$ cat config.mk
export PLATFORM = sky130hd
export DESIGN_NAME = port_status_phy_basic_control
export DESIGN_NICKNAME = d
export VERILOG_FILES = /design/src/rtl/port_regs_pkg.sv /design/src/rtl/phy_timer_if.sv /design/src/rtl/phy_delay_timer.sv /design/src/rtl/port_status_phy_basic_control.sv
export SDC_FILE = /design/constraint.sdc
export NUM_CORES = 1
export LEC_CHECK = 0
export BUFFER_PORTS_ARGS = -buffer_cell sky130_fd_sc_hd__buf_4
export CAP_MARGIN = 5
export CORE_MARGIN = 5
export CORE_UTILIZATION = 40
export DETAILED_ROUTE_END_ITERATION = 10
export PLACE_DENSITY = 0.72
export SETUP_SLACK_MARGIN = 0.3
export SLEW_MARGIN = 0
export SYNTH_ARGS = -nofsm -noshare
export SYNTH_HDL_FRONTEND = slang
export SYNTH_SLANG_ARGS = --single-unit
$ cat constraint.sdc
create_clock -name core_clk -period 4.7 [get_ports core_clk]
set_clock_uncertainty 0.05 [all_clocks]
set_input_delay 0.705 -clock core_clk [delete_from_list [all_inputs] [get_ports core_clk]]
set_output_delay 0.705 -clock core_clk [all_outputs]
set_load 0.02 [all_outputs]
$ cat src/rtl/port_regs_pkg.sv
// Constants, register map and field layout for the port status/PHY control.
//
// Behaviour
// - External port speed copies control bits
// - PHY port speed shows real link speed
// - External port duplex copies control bit six
// - PHY port duplex shows real link duplex
// - External port transmit pause copies bit five
// - External port receive pause copies bit three
// - PHY pause status needs advert, link, resolution
// - PHY window exists only on PHY ports
// - Basic control word sits at offset 0x100
// - Bit 15 resets PHY, then clears itself
// - Bit 14 loops egress traffic back inward
// - Bit 13 forces speed unless negotiation on
// - Bit 12 enables negotiation, strap sets default
// - Leaving power down resets; wait 1 ms
// - Bit 9 restarts negotiation, clears itself
package port_regs_pkg;

    // -----------------------------------------------------------------
    // Register map
    // -----------------------------------------------------------------
    localparam int unsigned ADDR_W = 12;
    localparam int unsigned DATA_W = 32;
    localparam logic [11:0] OFF_PORT_LINK_STATUS   = 12'h030;
    localparam logic [11:0] OFF_EXT_MAC_CTRL_A     = 12'h040;
    localparam logic [11:0] OFF_EXT_MAC_CTRL_B     = 12'h044;
    localparam logic [11:0] OFF_PAUSE_ADVERT       = 12'h048;
    localparam logic [11:0] OFF_PHY_STATE          = 12'h04c;
    localparam logic [11:0] OFF_PHY_BASIC_CONTROL  = 12'h100;
    localparam logic [11:0] PHY_WIN_LO             = 12'h100;
    localparam logic [11:0] PHY_WIN_HI             = 12'h1ff;

    // -----------------------------------------------------------------
    // Basic control word fields
    // -----------------------------------------------------------------
    localparam int unsigned BC_RESET      = 15;
    localparam int unsigned BC_LOOPBACK   = 14;
    localparam int unsigned BC_SPEED      = 13;
    localparam int unsigned BC_AN_EN      = 12;
    localparam int unsigned BC_POWER_DOWN = 11;
    localparam int unsigned BC_ISOLATE    = 10;
    localparam int unsigned BC_AN_RESTART = 9;
    localparam int unsigned BC_DUPLEX     = 8;
    localparam logic [15:0] BC_RESET_VALUE = 16'h0100;
    localparam logic [15:0] BC_RW_MASK     = 16'hff80;

    // -----------------------------------------------------------------
    // External MAC port control fields
    // -----------------------------------------------------------------
    localparam int unsigned EXT_A_RX_PAUSE = 3;
    localparam int unsigned EXT_A_SPEED_LO = 4;
    localparam int unsigned EXT_A_TX_PAUSE = 5;
    localparam int unsigned EXT_A_DUPLEX   = 6;
    localparam int unsigned EXT_B_SPEED_HI = 6;
    localparam logic [7:0]  EXT_A_RESET    = 8'h00;
    localparam logic [7:0]  EXT_B_RESET    = 8'h00;

    // Pause advertisement sits in bits 11:10 of its register.
    localparam int unsigned ADV_PAUSE_LO   = 10;
    localparam logic [1:0]  ADV_RESET      = 2'h0;

    // -----------------------------------------------------------------
    // Status byte fields
    // -----------------------------------------------------------------
    localparam int unsigned ST_RX_PAUSE = 0;
    localparam int unsigned ST_TX_PAUSE = 1;
    localparam int unsigned ST_DUPLEX   = 2;
    localparam int unsigned ST_SPEED_LO = 3;
    localparam logic [1:0]  SPEED_10    = 2'h0;
    localparam logic [1:0]  SPEED_100   = 2'h1;
    localparam logic [1:0]  SPEED_1000  = 2'h2;

    // -----------------------------------------------------------------
    // Timing
    // -----------------------------------------------------------------
    localparam int unsigned CLK_MHZ          = 25;
    localparam int unsigned PHY_RESET_NS     = 1000;
    localparam int unsigned PHY_RESET_CYCLES =
        (PHY_RESET_NS * CLK_MHZ + 999) / 1000;
    localparam int unsigned WAKE_WAIT_US     = 1000;
    localparam int unsigned WAKE_WAIT_CYCLES = WAKE_WAIT_US * CLK_MHZ;
    localparam int unsigned TIMER_W          = 16;
    localparam int unsigned SYNC_W           = 9;
    localparam logic [1:0]  SETTLE_DONE      = 2'h2;

endpackage

$ cat src/rtl/phy_timer_if.sv
// Interface between the control register logic and its delay timer.
`timescale 1ns/1ps
`default_nettype none
interface phy_timer_if;
    logic        start;
    logic [15:0] load;
    logic        busy;
    logic        done;
    modport ctl (output start, output load, input busy, input done);
    modport tmr (input start, input load, output busy, output done);
endinterface
`default_nettype wire

$ cat src/rtl/phy_delay_timer.sv
// Down-counting delay timer used for PHY reset and wake-up waits.
`timescale 1ns/1ps
`default_nettype none
module phy_delay_timer (
    input  wire logic      core_clk, // Core clock.
    input  wire logic      rst,      // Synchronous reset, active high.
    phy_timer_if.tmr       tmr       // Start/load in, busy/done out.
);
    typedef struct packed {
        logic [port_regs_pkg::TIMER_W-1:0] cnt;
        logic                              busy;
    } tstate_t;

    tstate_t state_ff;
    tstate_t nxt_state;

    // A load of zero is treated as one so that done always pulses.
    always_comb begin
        nxt_state = state_ff;
        if (tmr.start) begin
            nxt_state.busy = 1'b1;
            nxt_state.cnt  = (tmr.load == 16'h0000) ? 16'h0001 : tmr.load;
        end else if (state_ff.busy) begin
            nxt_state.cnt = state_ff.cnt - 16'h0001;
            if (state_ff.cnt == 16'h0001) begin
                nxt_state.busy = 1'b0;
            end
        end
    end

    always_ff @(posedge core_clk) begin
        if (rst) begin
            state_ff <= '0;
        end else begin
            state_ff <= nxt_state;
        end
    end

    assign tmr.busy = state_ff.busy;
    // Done ignores start, so the control logic may re-arm the timer in the
    // same cycle without forming a combinational loop through start.
    assign tmr.done = state_ff.busy && (state_ff.cnt == 16'h0001);
endmodule
`default_nettype wire

$ cat src/rtl/port_status_phy_basic_control.sv
// Port status byte and PHY basic control word behind an Avalon-MM slave.
//
// Added by the designer: the Avalon-MM interface to the registers.
`timescale 1ns/1ps
`default_nettype none
module port_status_phy_basic_control #(
    parameter int unsigned WAKE_CYCLES = port_regs_pkg::WAKE_WAIT_CYCLES
) (
    input  wire logic        core_clk,              // Core clock, 25 MHz.
    input  wire logic        rst,                   // Sync reset, high.
    input  wire logic [11:0] avs_address,           // Byte address.
    input  wire logic        avs_read,              // Read request.
    input  wire logic        avs_write,             // Write request.
    input  wire logic [31:0] avs_writedata,         // Write data.
    input  wire logic [3:0]  avs_byteenable,        // Byte lanes.
    output logic      [31:0] avs_readdata,          // Read data.
    output logic             avs_waitrequest,       // Stall request.
    input  wire logic        port_is_phy,           // Strap: PHY port.
    input  wire logic        an_strap,              // Strap: negotiation.
    input  wire logic        speed_strap,           // Strap: 100 Mb/s.
    input  wire logic        phy_link_up,           // Link is up.
    input  wire logic [1:0]  phy_speed,             // Resolved speed.
    input  wire logic        phy_full_duplex,       // Resolved duplex.
    input  wire logic        phy_tx_pause_resolved, // Tx pause agreed.
    input  wire logic        phy_rx_pause_resolved, // Rx pause agreed.
    output logic             phy_reset,             // PHY core reset.
    output logic             phy_power_down,        // Power-down mode.
    output logic             phy_isolate,           // Isolate PHY.
    output logic             phy_loopback,          // Local loopback.
    output logic             phy_an_enable,         // Negotiation on.
    output logic             phy_force_100,         // Forced 100 Mb/s.
    output logic             phy_force_full_duplex, // Forced duplex.
    output logic             phy_an_restart,        // Restart pulse.
    output logic             phy_busy               // Wake-up wait.
);
    // -----------------------------------------------------------------
    // State
    // -----------------------------------------------------------------
    typedef struct packed {
        logic [port_regs_pkg::SYNC_W-1:0] sync1;
        logic [port_regs_pkg::SYNC_W-1:0] sync2;
        logic [1:0]                       settle;
        logic                             strap_taken;
        logic                             ack;
        logic [31:0]                      rdata;
        logic [15:0]                      ctrl;
        logic [7:0]                       ext_a;
        logic [7:0]                       ext_b;
        logic [1:0]                       adv;
        logic [7:0]                       status;
        logic                             rst_active;
        logic                             wake_wait;
        logic                             an_restart;
        logic                             force_100;
        logic                             force_fdx;
    } state_t;

    state_t state_ff;
    state_t nxt_state;

    phy_timer_if tmr_if ();

    phy_delay_timer u_timer (
        .core_clk (core_clk),
        .rst      (rst),
        .tmr      (tmr_if.tmr)
    );

    // -----------------------------------------------------------------
    // Helpers
    // -----------------------------------------------------------------
    function automatic logic [15:0] merge16(input logic [15:0] old,
                                            input logic [15:0] wd,
                                            input logic [1:0]  be);
        logic [15:0] r;
        r = old;
        if (be[0]) begin
            r[7:0] = wd[7:0];
        end
        if (be[1]) begin
            r[15:8] = wd[15:8];
        end
        return r;
    endfunction

    function automatic logic in_phy_win(input logic [11:0] a);
        return (a >= port_regs_pkg::PHY_WIN_LO) &&
               (a <= port_regs_pkg::PHY_WIN_HI);
    endfunction

    // Synchronised view of the pins; only sync2 is ever read by logic.
    logic       s_is_phy;
    logic       s_an_strap;
    logic       s_speed_strap;
    logic       s_link;
    logic [1:0] s_speed;
    logic       s_fdx;
    logic       s_txr;
    logic       s_rxr;
    assign {s_is_phy, s_an_strap, s_speed_strap, s_link, s_speed, s_fdx,
            s_txr, s_rxr} = state_ff.sync2;

    logic req;
    logic take;
    assign req  = avs_read || avs_write;
    assign take = req && state_ff.ack;

    // -----------------------------------------------------------------
    // Next-state logic
    // -----------------------------------------------------------------
    always_comb begin
        logic [15:0] wctrl;
        logic        ctrl_hit;
        logic        pause_adv;
        wctrl     = 16'h0000;
        ctrl_hit  = 1'b0;
        pause_adv = 1'b0;
        nxt_state = state_ff;
        tmr_if.start = 1'b0;
        tmr_if.load  = 16'h0000;

        nxt_state.sync1 = {port_is_phy, an_strap, speed_strap, phy_link_up,
                           phy_speed, phy_full_duplex,
                           phy_tx_pause_resolved, phy_rx_pause_resolved};
        nxt_state.sync2 = state_ff.sync1;

        // Straps are caught once the synchronisers have filled.
        if (state_ff.settle != port_regs_pkg::SETTLE_DONE) begin
            nxt_state.settle = state_ff.settle + 2'h1;
        end else if (!state_ff.strap_taken) begin
            nxt_state.strap_taken = 1'b1;
            nxt_state.ctrl[port_regs_pkg::BC_AN_EN] =
                s_an_strap && s_is_phy;
            nxt_state.ctrl[port_regs_pkg::BC_SPEED] =
                s_speed_strap && s_is_phy;
        end

        // The restart request is seen for exactly one cycle.
        nxt_state.an_restart = 1'b0;
        if (state_ff.ctrl[port_regs_pkg::BC_AN_RESTART]) begin
            nxt_state.ctrl[port_regs_pkg::BC_AN_RESTART] = 1'b0;
        end

        // Reset finished: self-clearing bit drops with the timer.
        if (tmr_if.done) begin
            nxt_state.rst_active = 1'b0;
            nxt_state.wake_wait  = 1'b0;
            nxt_state.ctrl[port_regs_pkg::BC_RESET] = 1'b0;
        end

        // Bus handshake: one wait cycle, held until straps are in.
        nxt_state.ack = req && !state_ff.ack && state_ff.strap_taken;

        if (avs_read && !state_ff.ack) begin
            nxt_state.rdata = 32'h0000_0000;
            if (in_phy_win(avs_address)) begin
                if (s_is_phy &&
                    avs_address == port_regs_pkg::OFF_PHY_BASIC_CONTROL) begin
                    nxt_state.rdata[15:0] = state_ff.ctrl;
                end
            end else begin
                case (avs_address)
                    port_regs_pkg::OFF_PORT_LINK_STATUS: begin
                        nxt_state.rdata[7:0] = state_ff.status;
                    end
                    port_regs_pkg::OFF_EXT_MAC_CTRL_A: begin
                        nxt_state.rdata[7:0] = state_ff.ext_a;
                    end
                    port_regs_pkg::OFF_EXT_MAC_CTRL_B: begin
                        nxt_state.rdata[7:0] = state_ff.ext_b;
                    end
                    port_regs_pkg::OFF_PAUSE_ADVERT: begin
                        nxt_state.rdata[11:10] = state_ff.adv;
                    end
                    port_regs_pkg::OFF_PHY_STATE: begin
                        nxt_state.rdata[1:0] = {state_ff.wake_wait,
                                                state_ff.rst_active};
                    end
                    default: begin
                        nxt_state.rdata = 32'h0000_0000;
                    end
                endcase
            end
        end

        // Writes take effect at the edge where waitrequest is low.
        if (avs_write && take) begin
            ctrl_hit = s_is_phy &&
                avs_address == port_regs_pkg::OFF_PHY_BASIC_CONTROL;
            case (avs_address)
                port_regs_pkg::OFF_EXT_MAC_CTRL_A: begin
                    if (avs_byteenable[0]) begin
                        nxt_state.ext_a = avs_writedata[7:0];
                    end
                end
                port_regs_pkg::OFF_EXT_MAC_CTRL_B: begin
                    if (avs_byteenable[0]) begin
                        nxt_state.ext_b = avs_writedata[7:0];
                    end
                end
                port_regs_pkg::OFF_PAUSE_ADVERT: begin
                    if (avs_byteenable[1]) begin
                        nxt_state.adv = avs_writedata[11:10];
                    end
                end
                default: begin
                    nxt_state.adv = nxt_state.adv;
                end
            endcase
            if (ctrl_hit) begin
                wctrl = merge16(state_ff.ctrl, avs_writedata[15:0],
                                avs_byteenable[1:0]);
                // A pending reset cannot be cancelled by writing zero.
                wctrl[port_regs_pkg::BC_RESET] = wctrl[port_regs_pkg::BC_RESET]
                    || nxt_state.ctrl[port_regs_pkg::BC_RESET];
                nxt_state.ctrl = (wctrl & port_regs_pkg::BC_RW_MASK) |
                    (state_ff.ctrl & ~port_regs_pkg::BC_RW_MASK);
                if (avs_byteenable[1] &&
                    wctrl[port_regs_pkg::BC_AN_RESTART]) begin
                    nxt_state.an_restart = 1'b1;
                end
                if (state_ff.ctrl[port_regs_pkg::BC_POWER_DOWN] &&
                    !wctrl[port_regs_pkg::BC_POWER_DOWN]) begin
                    // Wake-up: internal reset plus the long wait.
                    nxt_state.rst_active = 1'b1;
                    nxt_state.wake_wait  = 1'b1;
                    nxt_state.ctrl[port_regs_pkg::BC_RESET] = 1'b1;
                    tmr_if.start = 1'b1;
                    tmr_if.load  = WAKE_CYCLES[15:0];
                end else if (avs_byteenable[1] &&
                             avs_writedata[port_regs_pkg::BC_RESET] &&
                             !nxt_state.rst_active) begin
                    nxt_state.rst_active = 1'b1;
                    tmr_if.start = 1'b1;
                    tmr_if.load  = port_regs_pkg::PHY_RESET_CYCLES[15:0];
                end
            end
        end

        // Forced speed/duplex only matter with negotiation off.
        nxt_state.force_100 = !nxt_state.ctrl[port_regs_pkg::BC_AN_EN] &&
            nxt_state.ctrl[port_regs_pkg::BC_SPEED];
        nxt_state.force_fdx = !nxt_state.ctrl[port_regs_pkg::BC_AN_EN] &&
            nxt_state.ctrl[port_regs_pkg::BC_DUPLEX];

        // Status byte is rebuilt every cycle and never written.
        nxt_state.status = 8'h00;
        pause_adv = |state_ff.adv;
        if (s_is_phy) begin
            nxt_state.status[4:3] = s_speed;
            nxt_state.status[port_regs_pkg::ST_DUPLEX] = s_fdx;
            nxt_state.status[port_regs_pkg::ST_TX_PAUSE] =
                pause_adv && s_link && s_txr;
            nxt_state.status[port_regs_pkg::ST_RX_PAUSE] =
                pause_adv && s_link && s_rxr;
        end else begin
            nxt_state.status[4:3] = {
                state_ff.ext_b[port_regs_pkg::EXT_B_SPEED_HI],
                state_ff.ext_a[port_regs_pkg::EXT_A_SPEED_LO]};
            nxt_state.status[port_regs_pkg::ST_DUPLEX] =
                state_ff.ext_a[port_regs_pkg::EXT_A_DUPLEX];
            nxt_state.status[port_regs_pkg::ST_TX_PAUSE] =
                state_ff.ext_a[port_regs_pkg::EXT_A_TX_PAUSE];
            nxt_state.status[port_regs_pkg::ST_RX_PAUSE] =
                state_ff.ext_a[port_regs_pkg::EXT_A_RX_PAUSE];
        end
    end

    always_ff @(posedge core_clk) begin
        if (rst) begin
            state_ff       <= '0;
            state_ff.ctrl  <= port_regs_pkg::BC_RESET_VALUE;
            state_ff.ext_a <= port_regs_pkg::EXT_A_RESET;
            state_ff.ext_b <= port_regs_pkg::EXT_B_RESET;
            state_ff.adv   <= port_regs_pkg::ADV_RESET;
        end else begin
            state_ff <= nxt_state;
        end
    end

    // -----------------------------------------------------------------
    // Outputs
    // -----------------------------------------------------------------
    assign avs_readdata    = state_ff.rdata;
    assign avs_waitrequest = !state_ff.ack;
    assign phy_reset       = state_ff.rst_active;
    assign phy_busy        = state_ff.wake_wait;
    assign phy_power_down  = state_ff.ctrl[port_regs_pkg::BC_POWER_DOWN];
    assign phy_isolate     = state_ff.ctrl[port_regs_pkg::BC_ISOLATE];
    assign phy_loopback    = state_ff.ctrl[port_regs_pkg::BC_LOOPBACK];
    assign phy_an_enable   = state_ff.ctrl[port_regs_pkg::BC_AN_EN];
    assign phy_force_100   = state_ff.force_100;
    assign phy_force_full_duplex = state_ff.force_fdx;
    assign phy_an_restart  = state_ff.an_restart;
endmodule
`default_nettype wire

Yosys cells after proc, flatten, opt, wreduce, memory -nomap -nowiden
Index checks and enable logic that the tools add are counted.
{"block": "word_totals", "regBits": 102, "inputBits": 61, "out_inout_bits": 42, "word_cells": 112}
{"block": "classes", "addsub": 2, "magnitude_cmp": 2, "eq_ne": 8, "muxes": 43, "bitwise_logic": 3, "n_reduce_logical": 33}
{"operator": "$mux W8", "n": 10}
{"operator": "$mux W15", "n": 4}
{"operator": "$eq A12 B7 Y1 const B", "n": 4}
{"operator": "$mux W16", "n": 3}
{"operator": "$mux W17", "n": 2}
{"operator": "$mux W34", "n": 1}
{"operator": "$logic_and A1 B1 Y1", "n": 19}
{"operator": "$pmux W6 S3", "n": 1}
{"operator": "$eq A16 B1 Y1 const B", "n": 1}
{"operator": "$logic_not A16 Y1", "n": 1}
{"operator": "$or A16 B7 Y16", "n": 1}
{"operator": "$sub A16 B1 Y16 const B", "n": 1}
{"operator": "$eq A12 B6 Y1 const B", "n": 1}
{"operator": "$eq A12 B9 Y1 const B", "n": 1}
{"operator": "$ge A12 B9 Y1 const B", "n": 1}
{"operator": "$le A12 B9 Y1 const B", "n": 1}
{"operator": "$mux W2", "n": 6}
{"operator": "$mux W1", "n": 11}
{"operator": "$mux W5", "n": 2}
{"operator": "$reduce_and A3 Y1", "n": 3}
{"operator": "$pmux W2 S4", "n": 1}
{"operator": "$mux W3", "n": 2}
{"operator": "$logic_not A1 Y1", "n": 4}
{"operator": "$reduce_or A3 Y1", "n": 1}
{"operator": "7 further kinds", "n": 9}

Depth between registers and ports, before layout
Gate-level depths: netlist of run 1.
{"block": "logic_depth", "ltp_word": 12, "depth_mapped": 8, "mapped_depth_nobuf": 7}

Modules after synthesis
A second synthesis of run 1 with hierarchy kept.
{"block": "hier_totals", "cells_unflattened": 465, "area_unflattened_um2": 4236.6}
{"module": "port_status_phy_basic_control", "instances": 1, "cells_per_inst": 346, "area_each_um2": 3256.9, "seq_area_each_um2": 1501.4}
{"module": "phy_delay_timer", "instances": 1, "cells_per_inst": 119, "area_each_um2": 979.7, "seq_area_each_um2": 340.3}

Least setup slack after synthesis of run 1
No wires, ideal clock.
{"block": "synth_path", "kind": "input -> register", "from": "input avs_address[11]", "to": "register state_ff[15] (netlist name)", "setup_ps": 128, "arrival_time_ps": 2189, "t_required_ps": 4522, "setup_slack_ps": 2333, "cell_stages": 6, "n_path_buf": 1, "cell_sequence": "nor4_1 > nand3_1 > or4_1 > buf_2 > mux2i_1 > nor2_1"}
{"block": "synth_between", "elab_chain_len": 2}
{"element": "from (decl)", "line_no": "port_status_phy_basic_control.sv:11", "text": "input wire logic [11:0] avs_address,"}
{"element": "$eq A12 B7 Y1", "line_no": "port_status_phy_basic_control.sv:190", "text": "case (avs_address)"}
{"element": "$reduce_and A3 Y1 (no source line)"}
{"element": "to (signal assigned)", "line_no": "port_status_phy_basic_control.sv:277", "text": "state_ff <= nxt_state;"}
{"element": "to (decl)", "line_no": "port_status_phy_basic_control.sv:58", "text": "state_t state_ff;"}
No other way between the ends.
A chain may end at the register's enable or synchronous reset.

Final worst setup path of run 1
{"block": "layout_path", "from": "input avs_address[11]", "to": "register state_ff[20] (netlist name)"}
Same word-level chain as after synthesis.

==> results.sh, run 1 <==
export IMPL_clockBufferDepth=2
export IMPL_num_antenna_cells=0
export IMPL_drc=0
export IMPL_synth_distinct_cells=55
export IMPL_core_area_um2=9820
export IMPL_hold_violations=0
export IMPL_routed_via_density=5.07
export IMPL_synth_area_um2=4060
export IMPL_crit_path_end_kind="flip-flop"
export IMPL_min_period_ns=2.62
export IMPL_post_cts_setup_buffers=0
export IMPL_overflow=0
export IMPL_clkTransAtPathRegs_ns=0.09
export IMPL_crit_chain="buf_4 -> nor4_1 -> nand3_1 -> or4_1 -> mux2i_1 -> nor2_1"
export IMPL_synth_cells=441
export IMPL_cts_root_buf="clkbuf_8"
export IMPL_rsz0062_at_grt="false"
export IMPL_p_per_area_nw_per_um2=338
export IMPL_netlist_area_leader_share_pct=45.4
export IMPL_layout_setup_ws_ns=2.08
export IMPL_crit_buf_inv=1
export IMPL_dp_hpwl_mm=6.54
export IMPL_synth_common_cells="dfxtp_1 (92), nor2_1 (50), nand2_1 (37)"
export IMPL_max_cap_violations=0
export IMPL_io_pins=103
export IMPL_synth_avg_cell_area_um2=9.20
export IMPL_wl_mm=8.97
export IMPL_post_place_ws_ns=1.76
export IMPL_ys_seq_elements=92
export IMPL_synth_seq_area_share_pct=45.4
export IMPL_timing_fmax_mhz=382
export IMPL_initial_core_util_pct=41.3
export IMPL_grt_max_degree=83
export IMPL_synth_edff_count=0
export IMPL_min_path_type="reg2reg"
export IMPL_postRouteAntennaNets=0
export IMPL_cts_sinks=92
export IMPL_cp_arrival_ns=2.78
export IMPL_cts_tree="done"
export IMPL_ys_warnings_count=0
export IMPL_utilization_pct=47.7
export IMPL_die_area_um2=12300
export IMPL_drv_slew=0
export IMPL_cts_resized=0
export IMPL_path_class="in2reg"
export IMPL_yosysTopAreaCell="dfxtp_1"
export IMPL_final_nets=547
export IMPL_antenna_found_initial=0
export IMPL_fillers=950
export IMPL_crit_family="simple AND/OR/NAND/NOR gates"
export IMPL_setup_violations_final=0
export IMPL_dpl_cell_area_um2=4470
export IMPL_synth_async_reset_ratio_pct=0
export IMPL_drive_above_1_share_pct=21.7
export IMPL_drt_first_pass_iters=4
export IMPL_power_leakage_nw=1.90
export IMPL_die_w_um=111
export IMPL_grt_pass1_vias=3082
export IMPL_num_vias=3149
export IMPL_io_buffers=68
export IMPL_grt_usage_pct=14.6
export IMPL_cp_max_fo=8
export IMPL_cts_htree_levels=3
export IMPL_grt_pass1_wl_mm=14.8
export IMPL_drtIter0Drc=182
export IMPL_yosysMostFrequentCell="dfxtp_1"
export IMPL_final_period_utilization_pct=55.6
export IMPL_fin_area_um2=4680
export IMPL_critPathLaunchType="input port"
export IMPL_cts_buffers_inserted=9
export IMPL_wire_per_inst_um=14.4
export IMPL_maxSlewHeadroom_pct=45.1
export IMPL_synthTopCellsByArea="dfxtp_1 (45%), mux2i_1 (6.7%), buf_4 (6.1%)"
export IMPL_critPathRequiredTime_ns=4.86
export IMPL_clk_latency_ns=0.36
export IMPL_cp_slowest_cell="or4_1"
export IMPL_tns_ns=0
export IMPL_worstMarginPinSlew_ns=0.823
export IMPL_cpPeakStageDelay_ns=0.83
export IMPL_area_growth_pct=15.5
export IMPL_hold_buffers=0
export IMPL_total_power_mw=1.58
export IMPL_irDropWorstVdd_v=0.000215
export IMPL_row_count=36
export IMPL_status="completed"
export IMPL_place_congestion=0.800
export IMPL_ys_flop_type="dfxtp_1"
export IMPL_die_h_um=111
==> path summary, 6_finish.rpt <==
kind                                     startpoint                  end  slack (ns)  cells past startpoint
worst min register to register        nxt_state[86]           s_speed[0]        0.39                      1
worst max-delay path                avs_address[11]         state_ff[20]        2.08                      6
worst max register to register  u_timer.state_ff[1]  u_timer.state_ff[2]        2.15                      6
worst min-delay path                  nxt_state[86]           s_speed[0]        0.39                      1
==> per-stage QoR <==
| stage | hold WS [ns] | std cells |
|---|---|---|
| after global placement | 0.366 | 605 |
| after floorplan | 0.364 | 456 |
| after global routing | 0.420 | 621 |
| final | 0.394 | 621 |
| after CTS | 0.399 | 621 |
| after detailed placement | 0.376 | 605 |
==> per-layer routing <==
layer  track usage, %  vias up  part of all wire [%]
met5                0        -                     0
met4             3.53        0                  0.88
met3             3.17        6                   4.6
met2             25.3       88                    50
met1             18.4     1485                    45
li1                 -     1570                     -
==> layout make-up <==
type	instances	area (um^2)	area share, %
multi-input cells	303	1910	40.7
inverters	7	26.3	0.561
repair buffers	70	526	11.2
flip-flops and latches	92	1840	39.3
well taps	133	166	3.55
clock buffers	9	124	2.64
clock inverters	7	92.6	1.98
==> power by group <==
group / switching, mW / internal [mW] / leakage, nW
Clock: 0.298 / 0.260 / 0.109
Sequential: 0.0176 / 0.813 / 0.747
Combinational: 0.110 / 0.0845 / 1.04
Total: 0.426 / 1.16 / 1.90
==> worst reg2reg max path, stage by stage, from the launching register on <==
cell and delay [ns]:
dfxtp_1 0.47, ha_1 0.21, or4b_2 0.65, o41ai_4 0.35, nand4_4 0.23, nand3b_1 0.38
a211oi_1 0.09
==> cells by family after synthesis <==
group	Yosys count	share of synthesized area [%]
XOR/XNOR	13	2.81
AO/OA/AOI/OAI	63	10.3
adder cells (fa/ha/maj)	3	0.925
flip-flops	92	45.4
other	1	0.0924
AND/OR/NAND/NOR	178	24.0
buffers and inverters	61	8.98
multiplexers	30	7.50
==> registers in the layout, summed over array words and instances (netlist names), 2 cells and up <==
| signal | flops |
|---|---|
| state_ff | 32 |
| avs_readdata | 16 |
| u_timer.state_ff | 16 |
| nxt_state | 9 |
| s_speed | 2 |
==> cell usage in the layout, fill, tap and decap left out, types with 3 or more instances in the layout <==
cell type / n
or4_4: 3
buf_4: 70
nor2_1: 50
o21ai_0: 10
nand2_1: 37
a221oi_1: 4
mux2i_1: 27
clkbuf_8: 9
mux2_2: 3
conb_1: 16
dfxtp_1: 92
nor3b_1: 5
xnor2_1: 5
nor4b_1: 5
a211oi_1: 5
a21oi_1: 23
nor3_1: 12
nor4_1: 3
nor2b_1: 23
a22oi_1: 3
xor2_1: 8
a31oi_1: 7
nand3_1: 17
ha_1: 3
inv_1: 7
No activity file was read; power rests on OpenSTA's default activity.
==> run 2: changes to the inputs <==
==> constraint.sdc (replaced) <==
create_clock -name core_clk -period 2.5 [get_ports core_clk]
set_clock_uncertainty 0.05 [all_clocks]
set_input_delay 0.375 -clock core_clk [delete_from_list [all_inputs] [get_ports core_clk]]
set_output_delay 0.375 -clock core_clk [all_outputs]
set_load 0.02 [all_outputs]
==> results.sh, run 2 (synthesis results as in run 1) <==
export IMPL_overflow=0
export IMPL_startpoint="u_timer.state_ff[11]"
export IMPL_die_h_um=111
export IMPL_regMostFlops="state_ff"
export IMPL_max_cap_violations=0
export IMPL_cts_htree_levels=3
export IMPL_cp_max_fo=5
export IMPL_row_count=36
export IMPL_drt_first_pass_iters=4
export IMPL_final_nets=562
export IMPL_rsz0062_at_grt="true"
export IMPL_clkTransAtPathRegs_ns=0.10
export IMPL_die_w_um=111
export IMPL_irDropWorstVdd_v=0.000437
export IMPL_cts_sinks=92
export IMPL_path_class="reg2reg"
export IMPL_initial_core_util_pct=41.3
export IMPL_routed_via_density=5.01
export IMPL_fin_area_um2=4840
export IMPL_crit_end="u_timer.state_ff[1]"
export IMPL_drtIter0Drc=135
export IMPL_clockBufferDepth=2
export IMPL_crit_path_end_kind="flip-flop"
export IMPL_num_antenna_cells=0
export IMPL_multi_input_area_um2=1930
export IMPL_cts_tree="done"
export IMPL_grt_max_degree=53
export IMPL_tns_ns=0
export IMPL_num_vias=3187
export IMPL_power_leakage_nw=1.97
export IMPL_core_area_um2=9820
export IMPL_reg2reg_from="u_timer.state_ff[11]"
export IMPL_status="completed"
export IMPL_power_frac_seq_pct=52.1
export IMPL_p_int_mw=2.18
export IMPL_seqCellArea_um2=1850
export IMPL_hold_ws_ns=0.164
export IMPL_rr_worst_depth=5
export IMPL_p_switching_mw=0.809
export IMPL_worstMarginPinSlew_ns=0.513
export IMPL_final_common_cell="dfxtp_1"
export IMPL_clk_latency_ns=0.36
export IMPL_setup_violations_final=0
export IMPL_wire_per_inst_um=14.1
export IMPL_mostFrequentLayoutCells="dfxtp_1 (86), buf_4 (83), nor2_1 (50), nand2_1 (37), mux2i_1 (27)"
export IMPL_cp_arrival_ns=2.39
export IMPL_hold_violations=0
export IMPL_critPathLaunchType="flip-flop"
export IMPL_antenna_found_initial=0
export IMPL_drive_above_1_share_pct=25.8
export IMPL_grt_usage_pct=14.5
export IMPL_drc=0
export IMPL_wl_mm=9.00
export IMPL_p_per_area_nw_per_um2=617
export IMPL_reg2reg_slack_ns=0.33
export IMPL_cts_buffers_inserted=9
export IMPL_postRouteAntennaNets=0
export IMPL_timing_fmax_mhz=460
export IMPL_dp_hpwl_mm=6.52
export IMPL_place_congestion=0.836
export IMPL_final_period_utilization_pct=86.9
export IMPL_io_buffers=68
export IMPL_die_area_um2=12300
export IMPL_io_pins=103
export IMPL_min_path_type="in2reg"
export IMPL_largest_reg_flops=32
export IMPL_drv_slew=0
export IMPL_area_growth_pct=19.4
export IMPL_reg2reg_to="u_timer.state_ff[1]"
export IMPL_cts_root_buf="clkbuf_8"
export IMPL_utilization_pct=49.3
export IMPL_critPathRequiredTime_ns=2.72
export IMPL_grt_pass1_wl_mm=14.8
export IMPL_dpl_cell_area_um2=4570
export IMPL_fillers=917
export IMPL_p_clk_share_pct=35.2
export IMPL_grt_pass1_vias=3158
export IMPL_min_from="phy_speed[1]"
export IMPL_hold_buffers=0
export IMPL_combPwrFrac_pct=12.7
export IMPL_min_period_ns=2.17
export IMPL_p_sw_share_pct=27.1
export IMPL_maxSlewHeadroom_pct=65.5
-- run 2: cell types whose count changed in the layout (fill, tap and decap cells not counted), sizes merged --
cell and delta:
buf +15, inv +2, clkinv -2
-- run 2: layout make-up --
cell class	instances	share of cell area, %
multi-input cells	303	39.8
inverters	7	0.594
clock buffers	9	2.56
flip-flops and latches	92	38.3
clock inverters	7	1.81
well taps	133	3.44
repair buffers	85	13.5
-- run 2: worst min-delay path by stage --
stage | end | slack, ns | cells past startpoint
2_1_floorplan | s_an_strap | 0.36 | 1
3_3_place_gp | s_speed[0] | 0.37 | 1
3_5_place_dp | s_speed[1] | 0.38 | 1
4_1_cts | nxt_state[87] | 0.15 | 2
5_1_grt | nxt_state[86] | 0.15 | 2
6_report | nxt_state[87] | 0.16 | 2
-- run 2: worst max-delay path, stage by stage, from the launching register on --
cell and delay (ns):
dfxtp_1 0.34, or4_4 0.59, o41ai_4 0.46, nand4_4 0.19, or3_4 0.37, o31ai_1 0.07
-- run 2: power by group through the flow --
stage               combinational, mW  sequential (mW)  clock [mW]
detailed placement              0.376             1.59           0
floorplan                       0.242             1.60           0
CTS                             0.382             1.56        1.08
global placement                0.364             1.59           0
global route                    0.421             1.56        1.13
finish                          0.379             1.56        1.05
-- run 2: per-stage QoR --
stage                     std cells  worst slack [ns]  total power [mW]
after floorplan                 456             0.356              1.85
after global placement          616             0.200              1.95
after detailed placement        616             0.148              1.97
after CTS                       636             0.306              3.02
after global routing            636             0.248              3.12
final                           636             0.328              2.99
-- run 2: repair_timing --
item / 4_1_cts / 5_1_grt
setup buffers: 4 / 0
gates cloned: 0 / 0
pin swaps: 3 / 1
endpoints found under the setup margin: 15 / 12
resized for setup: 3 / 10
-- run 2: per-layer routing --
metal  share of wire, %  vias to the layer above  track usage [%]
met1                 45                     1488             18.2
met2                 49                       90             24.2
met5                  0                        -                0
met4                1.8                        0             6.40
li1                   -                     1597                -
met3                4.1                       12             3.06
